--- src/sto_pkg.sv ---
// constants, register map, states and stop-sequence decoding for the torque-off supervisor
package sto_pkg;
  // clock and timing figures
  localparam int CLK_FREQ_KHZ      = 50000;  // mclk rate, 50 MHz
  localparam int PULSE_IGNORE_US   = 1000;   // off pulses shorter than this are ignored
  localparam int FILTER_TIME_US    = 2000;   // channel must stay changed this long
  localparam int MONITOR_MAX_US    = 6000;   // monitor must follow channels within this
  localparam int TORQUE_OFF_MAX_US = 5000;   // torque must be gone within this
  localparam int FILTER_CYCLES     = FILTER_TIME_US * CLK_FREQ_KHZ / 1000;
  localparam int MS_CYCLES         = CLK_FREQ_KHZ;  // cycles in one millisecond
  localparam int CNT_W             = 17;     // wide enough for FILTER_CYCLES and MS_CYCLES
  localparam logic FILT_RST        = 1'b1;   // channels assumed active out of reset

  // register bus
  localparam int ADDR_W = 8;
  localparam int DATA_W = 32;
  localparam logic [ADDR_W-1:0] ADDR_BRAKE_DELAY = 8'h00;  // brake_delay_running_param, ms
  localparam logic [ADDR_W-1:0] ADDR_SPEED_THR   = 8'h04;  // brake_speed_threshold_param
  localparam logic [ADDR_W-1:0] ADDR_STOP_SEQ    = 8'h08;  // both stop sequence settings
  localparam logic [ADDR_W-1:0] ADDR_STATUS      = 8'h0c;  // read-only state
  localparam logic [ADDR_W-1:0] ADDR_ERROR       = 8'h10;  // read-only error code

  // field layout
  localparam int SEQ_W        = 3;
  localparam int ALM_SEQ_LSB  = 0;   // alarm_stop_sequence_param
  localparam int SOFF_SEQ_LSB = 4;   // servo_off_stop_sequence_param
  localparam int ST_CUTOFF_B  = 0;
  localparam int ST_MONITOR_B = 1;
  localparam int ST_CHA_B     = 2;
  localparam int ST_CHB_B     = 3;
  localparam int ST_RETERR_B  = 4;
  localparam int ST_CLRERR_B  = 5;
  localparam int ST_READY_B   = 6;
  localparam int ST_BRAKE_B   = 7;
  localparam int ST_DB_B      = 8;

  // reset values
  localparam logic [15:0]      BRAKE_DELAY_RST = 16'h0032;
  localparam logic [15:0]      SPEED_THR_RST   = 16'h001e;
  localparam logic [SEQ_W-1:0] SEQ_RST         = 3'h0;

  // error codes shown on the display
  localparam logic [7:0] ERR_NONE   = 8'h00;
  localparam logic [7:0] ERR_CUTOFF = 8'h1e;
  localparam logic [7:0] ERR_RETURN = 8'h1f;
  localparam logic [7:0] ERR_CLEAR  = 8'h20;

  // stop sequence codes: braking while decelerating / once stopped
  localparam logic [SEQ_W-1:0] SEQ_DB_DB     = 3'h0;
  localparam logic [SEQ_W-1:0] SEQ_FREE_DB   = 3'h1;
  localparam logic [SEQ_W-1:0] SEQ_DB_FREE   = 3'h2;
  localparam logic [SEQ_W-1:0] SEQ_FREE_FREE = 3'h3;

  typedef enum logic [1:0] {
    ST_NORMAL = 2'b01,
    ST_CUTOFF = 2'b10
  } sup_state_t;

  // dynamic brake demand for a sequence code; unknown codes brake, the safe side
  function automatic logic db_for_seq(input logic [SEQ_W-1:0] seq, input logic stopped);
    logic db;
    db = 1'b1;
    case (seq)
      SEQ_DB_DB:     db = 1'b1;
      SEQ_FREE_DB:   db = stopped;
      SEQ_DB_FREE:   db = ~stopped;
      SEQ_FREE_FREE: db = 1'b0;
      default:       db = 1'b1;
    endcase
    return db;
  endfunction
endpackage

--- src/chan_filter.sv ---
// two-stage synchroniser and glitch filter for one safety channel
`timescale 1ns/1ps
`default_nettype none
module chan_filter #(
  parameter int FILT_CYCLES = sto_pkg::FILTER_CYCLES
) (
  input  wire logic mclk,
  input  wire logic reset,
  input  wire logic raw_in,    // channel pin, high while active
  output logic      filt_out   // filtered channel level
);
  import sto_pkg::*;

  logic             sync1_reg;  // first stage, read only by the second
  logic             sync2_reg;
  logic             filt_reg;
  logic             filt_next;
  logic [CNT_W-1:0] cnt_reg;    // cycles the synced level has differed
  logic [CNT_W-1:0] cnt_next;

  // a level must hold for the full filter time, so short self-test pulses vanish
  always_comb begin
    filt_next = filt_reg;
    cnt_next  = '0;
    if (sync2_reg != filt_reg) begin
      if (cnt_reg == CNT_W'(FILT_CYCLES - 1)) begin
        filt_next = sync2_reg;
      end else begin
        cnt_next = cnt_reg + CNT_W'(1);
      end
    end
  end

  // registers only
  always_ff @(posedge mclk) begin
    if (reset) begin
      sync1_reg <= FILT_RST;
      sync2_reg <= FILT_RST;
      filt_reg  <= FILT_RST;
      cnt_reg   <= '0;
    end else begin
      sync1_reg <= raw_in;
      sync2_reg <= sync1_reg;
      filt_reg  <= filt_next;
      cnt_reg   <= cnt_next;
    end
  end

  assign filt_out = filt_reg;

  // the filtered level only moves after the synced level held for the full count
  filter_hold_a: assert property (@(posedge mclk) disable iff (reset)
    (!$past(reset) && $changed(filt_reg)) |->
      ($past(cnt_reg) == CNT_W'(FILT_CYCLES - 1) && filt_reg == $past(sync2_reg)))
    else $error("filtered channel changed before the filter time");
endmodule
`default_nettype wire

--- src/brake_seq.sv ---
// holding-brake release timing for the torque-off entry
`timescale 1ns/1ps
`default_nettype none
module brake_seq #(
  parameter int MS_CYC = sto_pkg::MS_CYCLES
) (
  input  wire logic        mclk,
  input  wire logic        reset,
  input  wire logic        hold_release,  // drive is running with torque
  input  wire logic        cutoff_start,  // one-cycle pulse on entering torque-off
  input  wire logic        speed_low,     // speed under the brake threshold
  input  wire logic [15:0] delay_ms,      // brake delay at running
  output logic             brake_release  // high keeps the brake released
);
  import sto_pkg::*;

  logic             rel_reg;
  logic             rel_next;
  logic             act_reg;   // delay running
  logic             act_next;
  logic [CNT_W-1:0] pre_reg;   // millisecond prescaler
  logic [CNT_W-1:0] pre_next;
  logic [15:0]      ms_reg;    // elapsed milliseconds
  logic [15:0]      ms_next;

  // release while running; on torque-off wait for delay or low speed, first wins
  always_comb begin
    rel_next = rel_reg;
    act_next = act_reg;
    pre_next = '0;
    ms_next  = '0;
    if (hold_release) begin
      rel_next = 1'b1;
      act_next = 1'b0;
    end else if (cutoff_start && rel_reg && !act_reg) begin
      act_next = 1'b1;
    end else if (act_reg) begin
      pre_next = pre_reg + CNT_W'(1);
      ms_next  = ms_reg;
      if (pre_reg == CNT_W'(MS_CYC - 1)) begin
        pre_next = '0;
        ms_next  = ms_reg + 16'h0001;
      end
      if (speed_low || ms_reg >= delay_ms) begin
        rel_next = 1'b0;
        act_next = 1'b0;
      end
    end else begin
      rel_next = 1'b0;  // ordinary servo-off engages at once
    end
  end

  // registers only
  always_ff @(posedge mclk) begin
    if (reset) begin
      rel_reg <= 1'b0;
      act_reg <= 1'b0;
      pre_reg <= '0;
      ms_reg  <= '0;
    end else begin
      rel_reg <= rel_next;
      act_reg <= act_next;
      pre_reg <= pre_next;
      ms_reg  <= ms_next;
    end
  end

  assign brake_release = rel_reg;

  // low speed during the delay engages the brake on the next edge
  brake_speed_a: assert property (@(posedge mclk) disable iff (reset)
    (act_reg && !hold_release && speed_low) |=> !brake_release)
    else $error("brake not engaged after speed fell below threshold");
endmodule
`default_nettype wire

--- src/safe_torque_off_sequencer.sv ---
// safe torque-off supervisor: channel filtering, monitor, alarm sequence and registers
// Summary of operation
// - monitor output on only when both channels off
// - monitor follows channel changes within 6 ms
// - either channel off forces torque-off state
// - brake engages at delay expiry or low speed
// - alarm stop sequence setting governs dynamic braking
// - channels returning under servo-on raise clearable alarm
// - clear before both channels restored raises alarm
// - after clear, servo-off sequence governs dynamic braking
// - torque-off drops ready, flags alarm, shows code
// - torque removed within 5 ms of channel off
// - off pulses under 1 ms ignored
//
// The register offsets and strobed register access are this design's own decisions.
`timescale 1ns/1ps
`default_nettype none
module safe_torque_off_sequencer #(
  parameter int FILT_CYCLES = sto_pkg::FILTER_CYCLES,  // filter time in cycles
  parameter int MS_CYC      = sto_pkg::MS_CYCLES       // cycles per millisecond
) (
  input  wire logic                        mclk,
  input  wire logic                        reset,
  input  wire logic                        safety_channel_a,  // high while active
  input  wire logic                        safety_channel_b,  // high while active
  input  wire logic                        servo_on_in,       // servo-on command pin
  input  wire logic                        alarm_clear_in,    // alarm clear pin
  input  wire logic [15:0]                 motor_speed,       // from speed logic, same clock
  input  wire logic [sto_pkg::ADDR_W-1:0]  reg_addr,
  input  wire logic [sto_pkg::DATA_W-1:0]  reg_wdata,
  input  wire logic                        reg_wr,
  input  wire logic                        reg_rd,
  output logic      [sto_pkg::DATA_W-1:0]  reg_rdata,
  output logic                             ext_device_monitor_out,
  output logic                             torque_cutoff_state,
  output logic                             torque_enable,
  output logic                             drive_ready,
  output logic                             alarm_out,
  output logic      [7:0]                  error_code,
  output logic                             brake_release_out,
  output logic                             dyn_brake_out
);
  import sto_pkg::*;

  // pin synchronisers for the command inputs
  logic              son_s1_reg;      // first stage, read only by the second
  logic              son_s2_reg;
  logic              clr_s1_reg;      // first stage, read only by the second
  logic              clr_s2_reg;
  logic              clr_prev_reg;    // edge detector on the second stage
  logic              clr_pulse;       // one cycle on a rising clear request

  // filtered channels, bit 0 is channel a
  logic [1:0]        chan_raw;
  logic [1:0]        chan_filt;
  logic              both_active;
  logic              speed_low;

  // software settings
  logic [15:0]       brake_delay_reg;
  logic [15:0]       brake_delay_next;
  logic [15:0]       speed_thr_reg;
  logic [15:0]       speed_thr_next;
  logic [SEQ_W-1:0]  alarm_seq_reg;
  logic [SEQ_W-1:0]  alarm_seq_next;
  logic [SEQ_W-1:0]  soff_seq_reg;
  logic [SEQ_W-1:0]  soff_seq_next;
  logic [DATA_W-1:0] rdata_reg;
  logic [DATA_W-1:0] rdata_next;

  // supervisor state
  sup_state_t        state_reg;
  sup_state_t        state_next;
  logic [7:0]        err_reg;
  logic [7:0]        err_next;
  logic              ret_err_reg;     // channels came back under servo-on
  logic              ret_err_next;
  logic              clr_err_reg;     // clear came before channels
  logic              clr_err_next;
  logic              monitor_reg;
  logic              monitor_next;
  logic              torque_reg;
  logic              torque_next;
  logic              ready_reg;
  logic              ready_next;
  logic              db_reg;
  logic              db_next;
  logic              cut_pulse_reg;   // marks torque-off entry for the brake
  logic              cut_pulse_next;
  logic              brake_rel;

  // command pins pass two flops before anything reads them
  always_ff @(posedge mclk) begin
    if (reset) begin
      son_s1_reg   <= 1'b0;
      son_s2_reg   <= 1'b0;
      clr_s1_reg   <= 1'b0;
      clr_s2_reg   <= 1'b0;
      clr_prev_reg <= 1'b0;
    end else begin
      son_s1_reg   <= servo_on_in;
      son_s2_reg   <= son_s1_reg;
      clr_s1_reg   <= alarm_clear_in;
      clr_s2_reg   <= clr_s1_reg;
      clr_prev_reg <= clr_s2_reg;
    end
  end

  assign clr_pulse = clr_s2_reg & ~clr_prev_reg;

  // one filter per channel; the filter time keeps us inside the response limits
  assign chan_raw = {safety_channel_b, safety_channel_a};
  generate
    for (genvar gi = 0; gi < 2; gi++) begin : g_chan
      chan_filter #(
        .FILT_CYCLES (FILT_CYCLES)
      ) u_filt (
        .mclk     (mclk),
        .reset    (reset),
        .raw_in   (chan_raw[gi]),
        .filt_out (chan_filt[gi])
      );
    end
  endgenerate

  assign both_active = &chan_filt;
  assign speed_low   = motor_speed < speed_thr_reg;

  // register writes and reads; unmapped reads return zero
  always_comb begin
    brake_delay_next = brake_delay_reg;
    speed_thr_next   = speed_thr_reg;
    alarm_seq_next   = alarm_seq_reg;
    soff_seq_next    = soff_seq_reg;
    rdata_next       = '0;
    if (reg_wr) begin
      case (reg_addr)
        ADDR_BRAKE_DELAY: brake_delay_next = reg_wdata[15:0];
        ADDR_SPEED_THR:   speed_thr_next   = reg_wdata[15:0];
        ADDR_STOP_SEQ: begin
          alarm_seq_next = reg_wdata[ALM_SEQ_LSB +: SEQ_W];
          soff_seq_next  = reg_wdata[SOFF_SEQ_LSB +: SEQ_W];
        end
        default: ;  // read-only or unmapped, ignored
      endcase
    end
    if (reg_rd) begin
      case (reg_addr)
        ADDR_BRAKE_DELAY: rdata_next[15:0] = brake_delay_reg;
        ADDR_SPEED_THR:   rdata_next[15:0] = speed_thr_reg;
        ADDR_STOP_SEQ: begin
          rdata_next[ALM_SEQ_LSB +: SEQ_W]  = alarm_seq_reg;
          rdata_next[SOFF_SEQ_LSB +: SEQ_W] = soff_seq_reg;
        end
        ADDR_STATUS: begin
          rdata_next[ST_CUTOFF_B]  = (state_reg == ST_CUTOFF);
          rdata_next[ST_MONITOR_B] = monitor_reg;
          rdata_next[ST_CHA_B]     = chan_filt[0];
          rdata_next[ST_CHB_B]     = chan_filt[1];
          rdata_next[ST_RETERR_B]  = ret_err_reg;
          rdata_next[ST_CLRERR_B]  = clr_err_reg;
          rdata_next[ST_READY_B]   = ready_reg;
          rdata_next[ST_BRAKE_B]   = brake_rel;
          rdata_next[ST_DB_B]      = db_reg;
        end
        ADDR_ERROR: rdata_next[7:0] = err_reg;
        default:    rdata_next = '0;
      endcase
    end
  end

  // settings and read data registers
  always_ff @(posedge mclk) begin
    if (reset) begin
      brake_delay_reg <= BRAKE_DELAY_RST;
      speed_thr_reg   <= SPEED_THR_RST;
      alarm_seq_reg   <= SEQ_RST;
      soff_seq_reg    <= SEQ_RST;
      rdata_reg       <= '0;
    end else begin
      brake_delay_reg <= brake_delay_next;
      speed_thr_reg   <= speed_thr_next;
      alarm_seq_reg   <= alarm_seq_next;
      soff_seq_reg    <= soff_seq_next;
      rdata_reg       <= rdata_next;
    end
  end

  // supervisor: torque-off entry, return checks and clear
  always_comb begin
    state_next     = state_reg;
    err_next       = err_reg;
    ret_err_next   = ret_err_reg;
    clr_err_next   = clr_err_reg;
    cut_pulse_next = 1'b0;
    unique case (state_reg)
      ST_NORMAL: begin
        if (!both_active) begin
          state_next     = ST_CUTOFF;
          err_next       = ERR_CUTOFF;
          cut_pulse_next = 1'b1;
        end
      end
      ST_CUTOFF: begin
        // servo-on stays off until the alarm is cleared
        if (clr_pulse && !both_active) begin
          clr_err_next = 1'b1;
          err_next     = ERR_CLEAR;
        end else if (clr_pulse && !son_s2_reg) begin
          state_next   = ST_NORMAL;
          err_next     = ERR_NONE;
          ret_err_next = 1'b0;
          clr_err_next = 1'b0;
        end
        // a fresh error wins over a clear in the same cycle
        if (both_active && son_s2_reg) begin
          ret_err_next = 1'b1;
          err_next     = ERR_RETURN;
          state_next   = ST_CUTOFF;
        end
      end
      default: begin
        state_next = ST_CUTOFF;  // illegal code falls to the safe state
        err_next   = ERR_CUTOFF;
      end
    endcase
    // monitor built from the filtered, synchronised channels
    monitor_next = ~chan_filt[0] & ~chan_filt[1];
    torque_next  = (state_next == ST_NORMAL) && son_s2_reg && both_active;
    ready_next   = (state_next == ST_NORMAL);
    if (state_next == ST_CUTOFF) begin
      db_next = db_for_seq(alarm_seq_reg, speed_low);
    end else if (son_s2_reg) begin
      db_next = 1'b0;
    end else begin
      db_next = db_for_seq(soff_seq_reg, speed_low);
    end
  end

  // supervisor registers
  always_ff @(posedge mclk) begin
    if (reset) begin
      state_reg     <= ST_NORMAL;
      err_reg       <= ERR_NONE;
      ret_err_reg   <= 1'b0;
      clr_err_reg   <= 1'b0;
      monitor_reg   <= 1'b0;
      torque_reg    <= 1'b0;
      ready_reg     <= 1'b0;
      db_reg        <= 1'b1;
      cut_pulse_reg <= 1'b0;
    end else begin
      state_reg     <= state_next;
      err_reg       <= err_next;
      ret_err_reg   <= ret_err_next;
      clr_err_reg   <= clr_err_next;
      monitor_reg   <= monitor_next;
      torque_reg    <= torque_next;
      ready_reg     <= ready_next;
      db_reg        <= db_next;
      cut_pulse_reg <= cut_pulse_next;
    end
  end

  // brake timing for the running case
  brake_seq #(
    .MS_CYC (MS_CYC)
  ) u_brake (
    .mclk          (mclk),
    .reset         (reset),
    .hold_release  (torque_reg),
    .cutoff_start  (cut_pulse_reg),
    .speed_low     (speed_low),
    .delay_ms      (brake_delay_reg),
    .brake_release (brake_rel)
  );

  assign reg_rdata              = rdata_reg;
  assign ext_device_monitor_out = monitor_reg;
  assign torque_cutoff_state    = (state_reg == ST_CUTOFF);
  assign torque_enable          = torque_reg;
  assign drive_ready            = ready_reg;
  assign alarm_out              = (state_reg == ST_CUTOFF);
  assign error_code             = err_reg;
  assign brake_release_out      = brake_rel;
  assign dyn_brake_out          = db_reg;

  // monitor is the registered both-off term and nothing else
  monitor_logic_a: assert property (@(posedge mclk) disable iff (reset)
    !$past(reset) |-> ext_device_monitor_out == ($past(~chan_filt[0]) && $past(~chan_filt[1])))
    else $error("monitor output disagrees with channel pair");

  // a dropped channel in normal state gives torque-off next edge
  cutoff_entry_a: assert property (@(posedge mclk) disable iff (reset)
    (state_reg == ST_NORMAL && !both_active) |=> (torque_cutoff_state && !torque_enable))
    else $error("torque-off not entered after channel drop");

  // torque never enabled while cut off or with a channel off
  torque_off_a: assert property (@(posedge mclk) disable iff (reset)
    (torque_cutoff_state || $past(!both_active)) |-> !torque_enable)
    else $error("torque enabled during torque-off");

  // entry drops ready and shows the cutoff code
  entry_flags_a: assert property (@(posedge mclk) disable iff (reset)
    $rose(torque_cutoff_state) |-> (!drive_ready && alarm_out && error_code == ERR_CUTOFF))
    else $error("torque-off entry flags wrong");

  // channels back under servo-on latch the return error and stay cut off
  return_err_a: assert property (@(posedge mclk) disable iff (reset)
    (torque_cutoff_state && both_active && son_s2_reg) |=>
      (ret_err_reg && error_code == ERR_RETURN && torque_cutoff_state))
    else $error("return under servo-on not flagged");

  // early clear latches its error and leaves the state alone
  clear_err_a: assert property (@(posedge mclk) disable iff (reset)
    (torque_cutoff_state && clr_pulse && !both_active) |=> (clr_err_reg && torque_cutoff_state))
    else $error("early alarm clear not flagged");

  // dynamic brake follows the alarm setting while cut off
  db_alarm_a: assert property (@(posedge mclk) disable iff (reset)
    ($past(state_next) == ST_CUTOFF && !$past(reset)) |->
      dyn_brake_out == db_for_seq($past(alarm_seq_reg), $past(speed_low)))
    else $error("dynamic brake not per alarm sequence");

  // after a good clear, servo-off setting governs braking
  db_servo_off_a: assert property (@(posedge mclk) disable iff (reset)
    (torque_cutoff_state && clr_pulse && both_active && !son_s2_reg) |=>
      (!torque_cutoff_state && dyn_brake_out == db_for_seq($past(soff_seq_reg), $past(speed_low))))
    else $error("servo-off braking wrong after clear");
endmodule
`default_nettype wire

--- config.mk ---
export PLATFORM = sky130hd
export DESIGN_NAME = safe_torque_off_sequencer
export DESIGN_NICKNAME = d
export VERILOG_FILES = /design/src/sto_pkg.sv /design/src/chan_filter.sv /design/src/brake_seq.sv /design/src/safe_torque_off_sequencer.sv
export SDC_FILE = /design/constraint.sdc
export NUM_CORES = 1
export LEC_CHECK = 0
export ABC_AREA = 1
export BUFFER_PORTS_ARGS = -buffer_cell sky130_fd_sc_hd__buf_2
export CORE_UTILIZATION = 62
export DETAILED_ROUTE_END_ITERATION = 8
export GPL_ROUTABILITY_DRIVEN = 0
export HOLD_SLACK_MARGIN = 0.02
export PLACE_DENSITY = 0.95
export SYNTH_ARGS = -nofsm -noshare
export SYNTH_HDL_FRONTEND = slang
export SYNTH_SLANG_ARGS = --single-unit
export TNS_END_PERCENT = 100
--- constraint.sdc ---
create_clock -name mclk -period 2.9 [get_ports mclk]
set_input_delay 0.29 -clock mclk [delete_from_list [all_inputs] [get_ports mclk]]
set_output_delay 0.29 -clock mclk [all_outputs]
set_load 0.01 [all_outputs]
==> results.cfg, run 1 <==
[synthesis]
syn-cell-area_sq_um = 7290
synth-async-reset-ratio_pct = 0
yosysSeqAreaShare_pct = 40.1
yosysUniqueCellTypes = 49
synthCells = 967
synthFlopType = dfxtp_1
ys_ff_latch = 146
yosysWarnings = 0
synth_edf_count = 0
syn_area_per_cell_sq_um = 7.53

[power_and_ir_drop]
p_clk_share_pct = 48.0
p_seq_share_pct = 45.2
ir_worst_vdd_mv = 0.623
p_sw_share_pct = 23.1
p_sw_w = 0.00105
internal_power_w = 0.00350
p_leak_nw = 3.47
p_comb_share_pct = 6.9
p_per_area_nw_per_um2 = 551

[clocking]
cts_buffers = 17
clk_pin_slew_ns = 0.06
clockBufferDepth = 2
cts_root_buf = clkbuf_16
cts_hold_buf = 0
cts_setup_buffers = 0
clock-sinks = 146
htreeDepth = 4
clk_latency_ns = 0.42
cts_resized = 0
cts_tree = done

[timing]
finalSetupTns_ns = 0
fmax_mhz = 488
rsz0062_at_grt = no
min_period_ns = 2.05
slew_viol_final = 0
finalHoldViolations = 0
worstMarginPinSlew_ns = 0.703
setup_viol = 0
holdWs_ns = 0.0492
relSlewSlack_pct = 53.0
fin_crit_sh_pct = 70.6
finClkSkew_ns = 0.00873
worst_slack_ns = 0.851

[floorplan]
io_pins = 111
die_height_microns = 110
die_area_sq_um = 12200
die_w_microns = 110
rows = 39
initial_core_util_pct = 63.8
coreArea_sq_um = 11400

[job]
maxCapViolCount = 0

[grt]
grt_pass1_wl_microns = 28100
met2_usage_pct = 49.3
antenna_found_initial = 0
grt_max_degree = 43
met1_usage_pct = 31.6
grt_overflow_total = 0
grtUsageTotal_pct = 28.3
grt_pass1_vias = 6352
met3_usage_pct = 7.63
top_usage_layer = met2

[route]
ant_nets = 0
routed-via-count = 6624
drc = 0
drt_iter0_markers = 534
wl_per_cell_microns = 14.2
viasPerCell = 5.53
wl_microns = 16900
dr.pass1.iters = 6

[critical_path]
crit_fanout = 13
cp-end-kind = register
crit_required_ns = 3.23
critPathKind = register to register
cp.arrival_ns = 2.38
rrSetupSlack_ns = 0.85
r2r_cells = 9
critPathLaunchType = register

[placement]
place_inst = 1165
post-dp-hpwl_microns = 11700
placed_area_sq_um = 7670
preCtsSetupSlack_ns = 0.898
port-buffer-count = 76

[cells_and_area]
finalInstanceArea_sq_um = 8260
drive_gt1_share_pct = 16.8
largest_reg_flops = 34
syn_to_final_growth_pct = 13.4
layout.cells.non_filler = 1197
antenna_cells = 0
nNetsFinal = 1142

[outcome]
status = finished clean

[hold_path]
worstHoldPathType = primary input to register
whs_path_depth = 2
## cell families (layout without fill, tap and decap cells)
family	count (synthesis)	count (layout)	synth area share (%)
other	1	18	0.0515
and+or+nand+nor	409	409	26.6
xor gates and xnor gates	21	21	2.52
adders and majority gates	37	37	6.35
AOI/OAI and AO/OA	170	170	13.4
DFF	146	146	40.1
buffers and inverters	183	253	10.9
## cell usage after synthesis, types with 5 or more instances
cell type,instances,area share (%)
or2_2,6,0.52
xnor2_1,10,1.2
o211ai_1,7,0.72
xor2_1,11,1.3
inv_1,126,6.5
nor3_1,27,1.9
ha_1,37,6.4
inv_2,12,0.62
a21oi_1,80,5.5
nand4_1,19,1.6
o21ai_0,27,1.9
nor2_2,7,0.60
buf_4,23,2.4
nand2_1,182,9.4
o221ai_1,5,0.60
dfxtp_1,146,40
o21ai_1,21,1.4
a21oi_2,10,1.2
nand3_1,40,2.7
clkbuf_1,8,0.41
buf_2,8,0.55
nand2_2,12,1.0
nor2_1,84,4.3
## area by class of cell
cell class / instances / area, sq um
inverters: 143 / 538
multi-input cells: 655 / 3630
flip-flops and latches: 146 / 2920
clock inverters: 9 / 104
repair buffers: 78 / 395
well taps: 143 / 179
clock buffers: 23 / 488
fillers: 832 / 3160
## metrics by stage
stage	power, W	util [%]
global placement	0.00239	67.2
global route	0.00468	72.4
detailed placement	0.00240	67.2
finish	0.00455	72.4
CTS	0.00456	72.4
floorplan	0.00233	-
## critical path, stage by stage, from the launching register on
cell and delay [ns]:
dfxtp_1 0.36, ha_1 0.17, nand2_1 0.07, inv_2 0.08, nand2_1 0.09, nor4_2 0.27, nand2_1 0.32, inv_2 0.37
nand2_1 0.09, a21oi_1 0.14
## routing by layer
| metal | vias up | wire, microns |
|---|---|---|
| met3 | 60 | 1140 |
| met5 | - | 0 |
| met2 | 254 | 8400 |
| li1 | 3282 | - |
| met4 | 0 | 617 |
| met1 | 3028 | 6780 |
## power groups by stage
stage | Clock [W] | Combinational [W] | Sequential (W)
6_report | 0.00218 | 0.000313 | 0.00205
3_5_place_dp | 0 | 0.000302 | 0.00210
4_1_cts | 0.00219 | 0.000310 | 0.00205
5_1_grt | 0.00228 | 0.000346 | 0.00206
3_3_place_gp | 0 | 0.000292 | 0.00210
2_1_floorplan | 0 | 0.000225 | 0.00210
## worst paths after layout
path / start / endpoint
max reg2reg: u_brake.pre_reg[0]$_SDFF_PP0_ / u_brake.ms_reg[15]$_SDFFE_PP0P_
min: safety_channel_b / g_chan[1].u_filt.sync1_reg$_SDFF_PP1_
max: u_brake.pre_reg[0]$_SDFF_PP0_ / u_brake.ms_reg[15]$_SDFFE_PP0P_
min reg2reg: g_chan[1].u_filt.sync1_reg$_SDFF_PP1_ / g_chan[1].u_filt.sync2_reg$_SDFF_PP1_
## placed cells by master (no fill, tap or decap), types with 3 or more instances in the layout
cell	count
nand2_2	12
o21ai_1	21
inv_1	126
conb_1	18
o221ai_1	5
nand3b_1	3
a21oi_2	10
clkinv_1	4
nor3_1	27
nand3_2	4
nor4_2	4
nor2_2	7
ha_1	37
nor2_1	84
inv_2	12
nor4_1	3
dfxtp_1	146
nor3_2	4
or2_2	6
nand4_1	19
o21ai_0	27
xnor2_1	10
o211ai_1	7
nand2_1	182
a21oi_1	80
xor2_1	11
a22oi_1	3
buf_2	76
and3_1	3
clkinv_2	5
a31oi_1	3
clkbuf_16	17
a41oi_1	3
o21a_1	3
nand3_1	40
nor2_4	4
clkbuf_8	4
Power figures use the tool's default switching activity.
==> inputs of run 2 (changes only) <==
--- a/config.mk
+++ b/config.mk
@@ -7,11 +7,11 @@
 export LEC_CHECK = 0
 export ABC_AREA = 1
 export BUFFER_PORTS_ARGS = -buffer_cell sky130_fd_sc_hd__buf_2
-export CORE_UTILIZATION = 62
+export CORE_UTILIZATION = 52
 export DETAILED_ROUTE_END_ITERATION = 8
 export GPL_ROUTABILITY_DRIVEN = 0
 export HOLD_SLACK_MARGIN = 0.02
-export PLACE_DENSITY = 0.95
+export PLACE_DENSITY = 0.88
 export SYNTH_ARGS = -nofsm -noshare
 export SYNTH_HDL_FRONTEND = slang
 export SYNTH_SLANG_ARGS = --single-unit
==> constraint.sdc (replaced) <==
create_clock -name mclk -period 1.7 [get_ports mclk]
set_input_delay 0.17 -clock mclk [delete_from_list [all_inputs] [get_ports mclk]]
set_output_delay 0.17 -clock mclk [all_outputs]
set_load 0.01 [all_outputs]
==> run 2 against run 1 <==
  * The flow now finishes with violations (setup timing)
  * Critical endpoint is now u_brake.brake_release$_SDFFE_PP0P_
  * Register-to-register slack got worse by 0.91 ns
  * Sequential power up 71%
  * Cell count is 7.9% higher
  * Clock skew is 0.0012 ns lower
  * Largest cell class unchanged
  * Final area is 13% higher
==> results.cfg, run 2 (synthesis gave the netlist of run 1 again) <==
[outcome]
status = finished with violations
violations = setup timing

[clocking]
clk_pin_slew_ns = 0.06
clk_latency_ns = 0.43
cts_buffers = 17
cts_tree = done
htreeDepth = 4
clock-sinks = 146
cts_root_buf = clkbuf_16
clockBufferDepth = 2

[cells_and_area]
syn_to_final_growth_pct = 28.2
nNetsFinal = 1204
final_cell_mix = nand2_1, dfxtp_1, inv_1, nor2_1, buf_2
layout_commonest_cell = nand2_1
layout.cells.non_filler = 1292
drive_gt1_share_pct = 29.7
final_util_pct = 69.4
antenna_cells = 0
largest_reg_flops = 34

[route]
drc = 0
viasPerCell = 5.63
ant_nets = 0
wl_microns = 21100
drt_iter0_markers = 682
dr.pass1.iters = 5
routed-via-count = 7270
wl_per_cell_microns = 16.3

[floorplan]
rows = 42
die_area_sq_um = 14500
coreArea_sq_um = 13500
initial_core_util_pct = 54.2
die_height_microns = 120
die_w_microns = 120
io_pins = 111

[timing]
worst_slack_ns = -0.0565
finalSetupTns_ns = -0.217
slew_viol_final = 0
rsz0062_at_grt = yes
fin_crit_sh_pct = 103
fmax_mhz = 569
setup_viol = 6
finalHoldViolations = 0
min_period_ns = 1.76
finClkSkew_ns = 0.00755

[critical_path]
crit_required_ns = 2.06
crit_fanout = 3
cp.arrival_ns = 2.12
critPathLaunchType = register
critPathKind = register to register
cp-end-kind = register
r2r_cells = 11

[hold_path]
worstHoldPathType = primary input to register
whs_path_depth = 3

[placement]
post-dp-hpwl_microns = 12400
place_inst = 1230
port-buffer-count = 76
preCtsSetupSlack_ns = -0.0464

[grt]
antenna_found_initial = 0
grtUsageTotal_pct = 25.5
grt_max_degree = 35
grt_pass1_vias = 6606
grt_overflow_total = 0
grt_pass1_wl_microns = 29500

[job]
maxCapViolCount = 0

[power_and_ir_drop]
p_per_area_nw_per_um2 = 858
p_leak_nw = 3.89
ir_worst_vdd_mv = 0.811
-- run 2: timing repair --
| action | in CTS | in global routing |
|---|---|---|
| endpoints found under the setup margin | 18 | 55 |
| hold buffers | 9 | 0 |
| pin swaps | 4 | 38 |
| hold endpoints to repair | 10 | 0 |
| gates cloned | 0 | 2 |
| setup buffers | 2 | 18 |
| gates resized for setup | 24 | 105 |
-- run 2: path summary, 6_finish.rpt --
check                             startpoint                            endpoint  slack (ns)
max          brake_delay_reg[0]$_SDFFE_PP0P_  u_brake.brake_release$_SDFFE_PP0P_       -0.06
min reg2reg    u_brake.pre_reg[0]$_SDFF_PP0_       u_brake.pre_reg[0]$_SDFF_PP0_        0.41
max reg2reg  brake_delay_reg[0]$_SDFFE_PP0P_  u_brake.brake_release$_SDFFE_PP0P_       -0.06
min                            reg_wdata[11]      speed_thr_reg[11]$_SDFFE_PP0P_        0.04
-- run 2: stage by stage --
step                total power, W  area [sq um]  hold WS (ns)
global placement           0.00410          7950         0.356
CTS                        0.00795          8750        0.0243
detailed placement         0.00412          7950         0.357
finish                     0.00801          9340        0.0433
floorplan                  0.00397          7350         0.274
global route               0.00825          9340        0.0434
-- run 2: report_power, final --
| part | internal [W] | switching, W |
|---|---|---|
| combinational | 0.000239 | 0.000404 |
| clock | 0.00232 | 0.00155 |
| sequential | 0.00347 | 0.0000365 |
| total | 0.00603 | 0.00199 |
-- run 2: routing by layer --
layer  wire length [microns]  up-vias  GRT usage [%]  part of all wire [%]
li1                        -     3404              -                     -
met1                    7660     3336           28.0                    36
met2                   10600      412           45.5                    50
met3                    1750      118           7.92                   8.3
met4                    1120        0           10.5                   5.3
met5                       0        -              0                     0
-- run 2: layout make-up --
class	count	area, sq um
multi-input cells	655	4120
fillers	918	4110
flip-flops and latches	146	2950
repair buffers	139	885
inverters	143	548
clock buffers	17	425
well taps	176	220
clock inverters	15	180
repair inverters	1	5.00
-- run 2: critical path, cell delays in order, from the launching register on --
cell and delay, ns:
dfxtp_1 0.42, ha_4 0.23, nand2_1 0.07, nor2_1 0.05
and2_1 0.15, nor2_1 0.10, nand3_1 0.10, a21oi_2 0.20
nand2_2 0.08, nand2_2 0.09, nand2_2 0.06, a21oi_2 0.14
==> inputs of run 3 (changes only) <==
--- a/config.mk
+++ b/config.mk
@@ -6,7 +6,7 @@
 export NUM_CORES = 1
 export LEC_CHECK = 0
 export ABC_AREA = 1
-export BUFFER_PORTS_ARGS = -buffer_cell sky130_fd_sc_hd__buf_2
+export BUFFER_PORTS_ARGS = -buffer_cell sky130_fd_sc_hd__buf_4
 export CORE_UTILIZATION = 52
 export DETAILED_ROUTE_END_ITERATION = 8
 export GPL_ROUTABILITY_DRIVEN = 0
==> run 3 against run 2 <==
  * The run still ends with setup timing left
  * Core utilization rose by 1.2 points
  * Via count fell by 3.0%
  * Critical path depth rose by 1
  * Cell count fell by 0.23%
  * Sequential cell count did not move
  * Worst hold slack got worse by 0.0080 ns
  * Critical endpoint unchanged
  * Largest power group unchanged
  * Highest routed layer unchanged
==> results.cfg, run 3 (synthesis gave the netlist of run 1 again) <==
[clocking]
cts_root_buf = clkbuf_16
clockBufferDepth = 2
cts_tree = done
clock-sinks = 146
htreeDepth = 4
clk_latency_ns = 0.43
cts_buffers = 17
clk_pin_slew_ns = 0.06

[route]
viasPerCell = 5.47
wl_per_cell_microns = 15.8
drt_iter0_markers = 623
routed-via-count = 7051
dr.pass1.iters = 5
drc = 0
ant_nets = 0
wl_microns = 20300

[placement]
place_inst = 1231
placed_area_sq_um = 8160
port-buffer-count = 76
post-dp-hpwl_microns = 12400

[critical_path]
critPathMaxStageDelay_ns = 0.30
cp.arrival_ns = 2.09
critPathKind = register to register
critPathLaunchType = register
cp-end-kind = register
crit_fanout = 3
crit_required_ns = 2.06
cp_top_family = simple AND/OR/NAND/NOR gates
cp_common_cell = nand2_1
cp.buffers_inverters = 1
crit_chain = inv_1 > ha_4 > nand2_2 > nor2_1 > nand2_1 > nand2_1 > nand2_2 > nand2_2 > nand2_1 > nand2_1 > nand2_1 > a21oi_1
cpMaxStageDelayCell = dfxtp_1

[floorplan]
die_height_microns = 120
coreArea_sq_um = 13500
rows = 42
die_area_sq_um = 14500
die_w_microns = 120
initial_core_util_pct = 54.2
io_pins = 111

[grt]
grt_overflow_total = 0
antenna_found_initial = 0
grt_max_degree = 43
top_usage_layer = met2
grt_pass1_wl_microns = 29400
met1_usage_pct = 28.7
met2_usage_pct = 44.0
grtUsageTotal_pct = 25.6
met3_usage_pct = 7.36
grt_pass1_vias = 6633

[timing]
finalHoldViolations = 0
finClkSkew_ns = 0.00986
fmax_mhz = 576
worstMarginPinSlew_ns = 0.673
worst_slack_ns = -0.0354
fin_crit_sh_pct = 102
slew_viol_final = 0
rsz0062_at_grt = yes
min_period_ns = 1.74
setup_viol = 2
relSlewSlack_pct = 55.1

[cells_and_area]
drive_gt1_share_pct = 29.3
layout_commonest_cell = nand2_1
antenna_cells = 0
layout.cells.non_filler = 1289
nNetsFinal = 1201
syn_to_final_growth_pct = 30.5
largest_reg_flops = 34
final_cell_mix = nand2_1, buf_4, dfxtp_1, inv_1, nor2_1
finalInstanceArea_sq_um = 9510

[job]
maxCapViolCount = 0

[power_and_ir_drop]
ir_worst_vdd_mv = 1.01
p_per_area_nw_per_um2 = 868
p_leak_nw = 3.88
finalPower_w = 0.00826

[outcome]
status = finished with violations
violations = setup timing

[hold_path]
worstHoldPathType = primary input to register
[run 3: changes by cell type in the layout (fill, tap and decap cells not counted), sizes merged]
cell and delta:
clkinv -2, clkinvlp -1, clkbuf +1, bufinv +1, buf -4, dlygate4sd3 +2
[run 3: per-stage QoR]
| stage | hold WS [ns] | setup TNS [ns] | util [%] | setup slack, ns |
|---|---|---|---|---|
| global route | 0.0382 | -0.795 | 70.7 | -0.133 |
| detailed placement | 0.357 | -0.0441 | 60.7 | -0.0343 |
| finish | 0.0353 | -0.0578 | 70.7 | -0.0354 |
| global placement | 0.356 | 0 | 60.7 | 0.0252 |
| floorplan | 0.274 | 0 | - | 0.144 |
| CTS | 0.0200 | 0 | 66.5 | 0.000329 |
[run 3: report_power, final]
part | internal [W] | switching (W)
registers | 0.00347 | 0.0000378
logic | 0.000297 | 0.000389
clock network | 0.00252 | 0.00155
total | 0.00628 | 0.00197
[run 3: worst min-delay path, cell delays in order]
cell,delay (ns)
buf_4,0.10
o21ai_1,0.06
a21oi_1,0.10
[run 3: cell type report]
type / count / area, sq um
multi-input cells: 655 / 4070
fillers: 918 / 3940
flip-flops and latches: 146 / 2960
repair buffers: 137 / 1070
inverters: 143 / 551
clock buffers: 18 / 439
well taps: 176 / 220
clock inverters: 14 / 200
[run 3: repair_timing]
item,CTS,global route
hold buffers,11,0
resized for setup,7,115
setup buffers,1,13
cloned,0,1
hold endpoints to repair,14,0
pin swaps,4,44
endpoints found under the setup margin,6,55
[run 3: per-layer routing]
metal  up-vias  share of wire (%)
li1       3399                  -
met1      3242                 38
met2       320                 51
met3        90                7.1
met4         0                4.3
met5         -                  0
[run 3: worst paths after layout]
kind,start,end,slack (ns),cells past startpoint
worst max register to register,speed_thr_reg[7]$_SDFFE_PP0P_,u_brake.brake_release$_SDFFE_PP0P_,-0.04,12
worst min register to register,son_s1_reg$_SDFF_PP0_,son_s2_reg$_SDFF_PP0_,0.39,2
worst min-delay path,reg_wdata[15],speed_thr_reg[15]$_SDFFE_PP0P_,0.04,3
worst max-delay path,speed_thr_reg[7]$_SDFFE_PP0P_,u_brake.brake_release$_SDFFE_PP0P_,-0.04,12
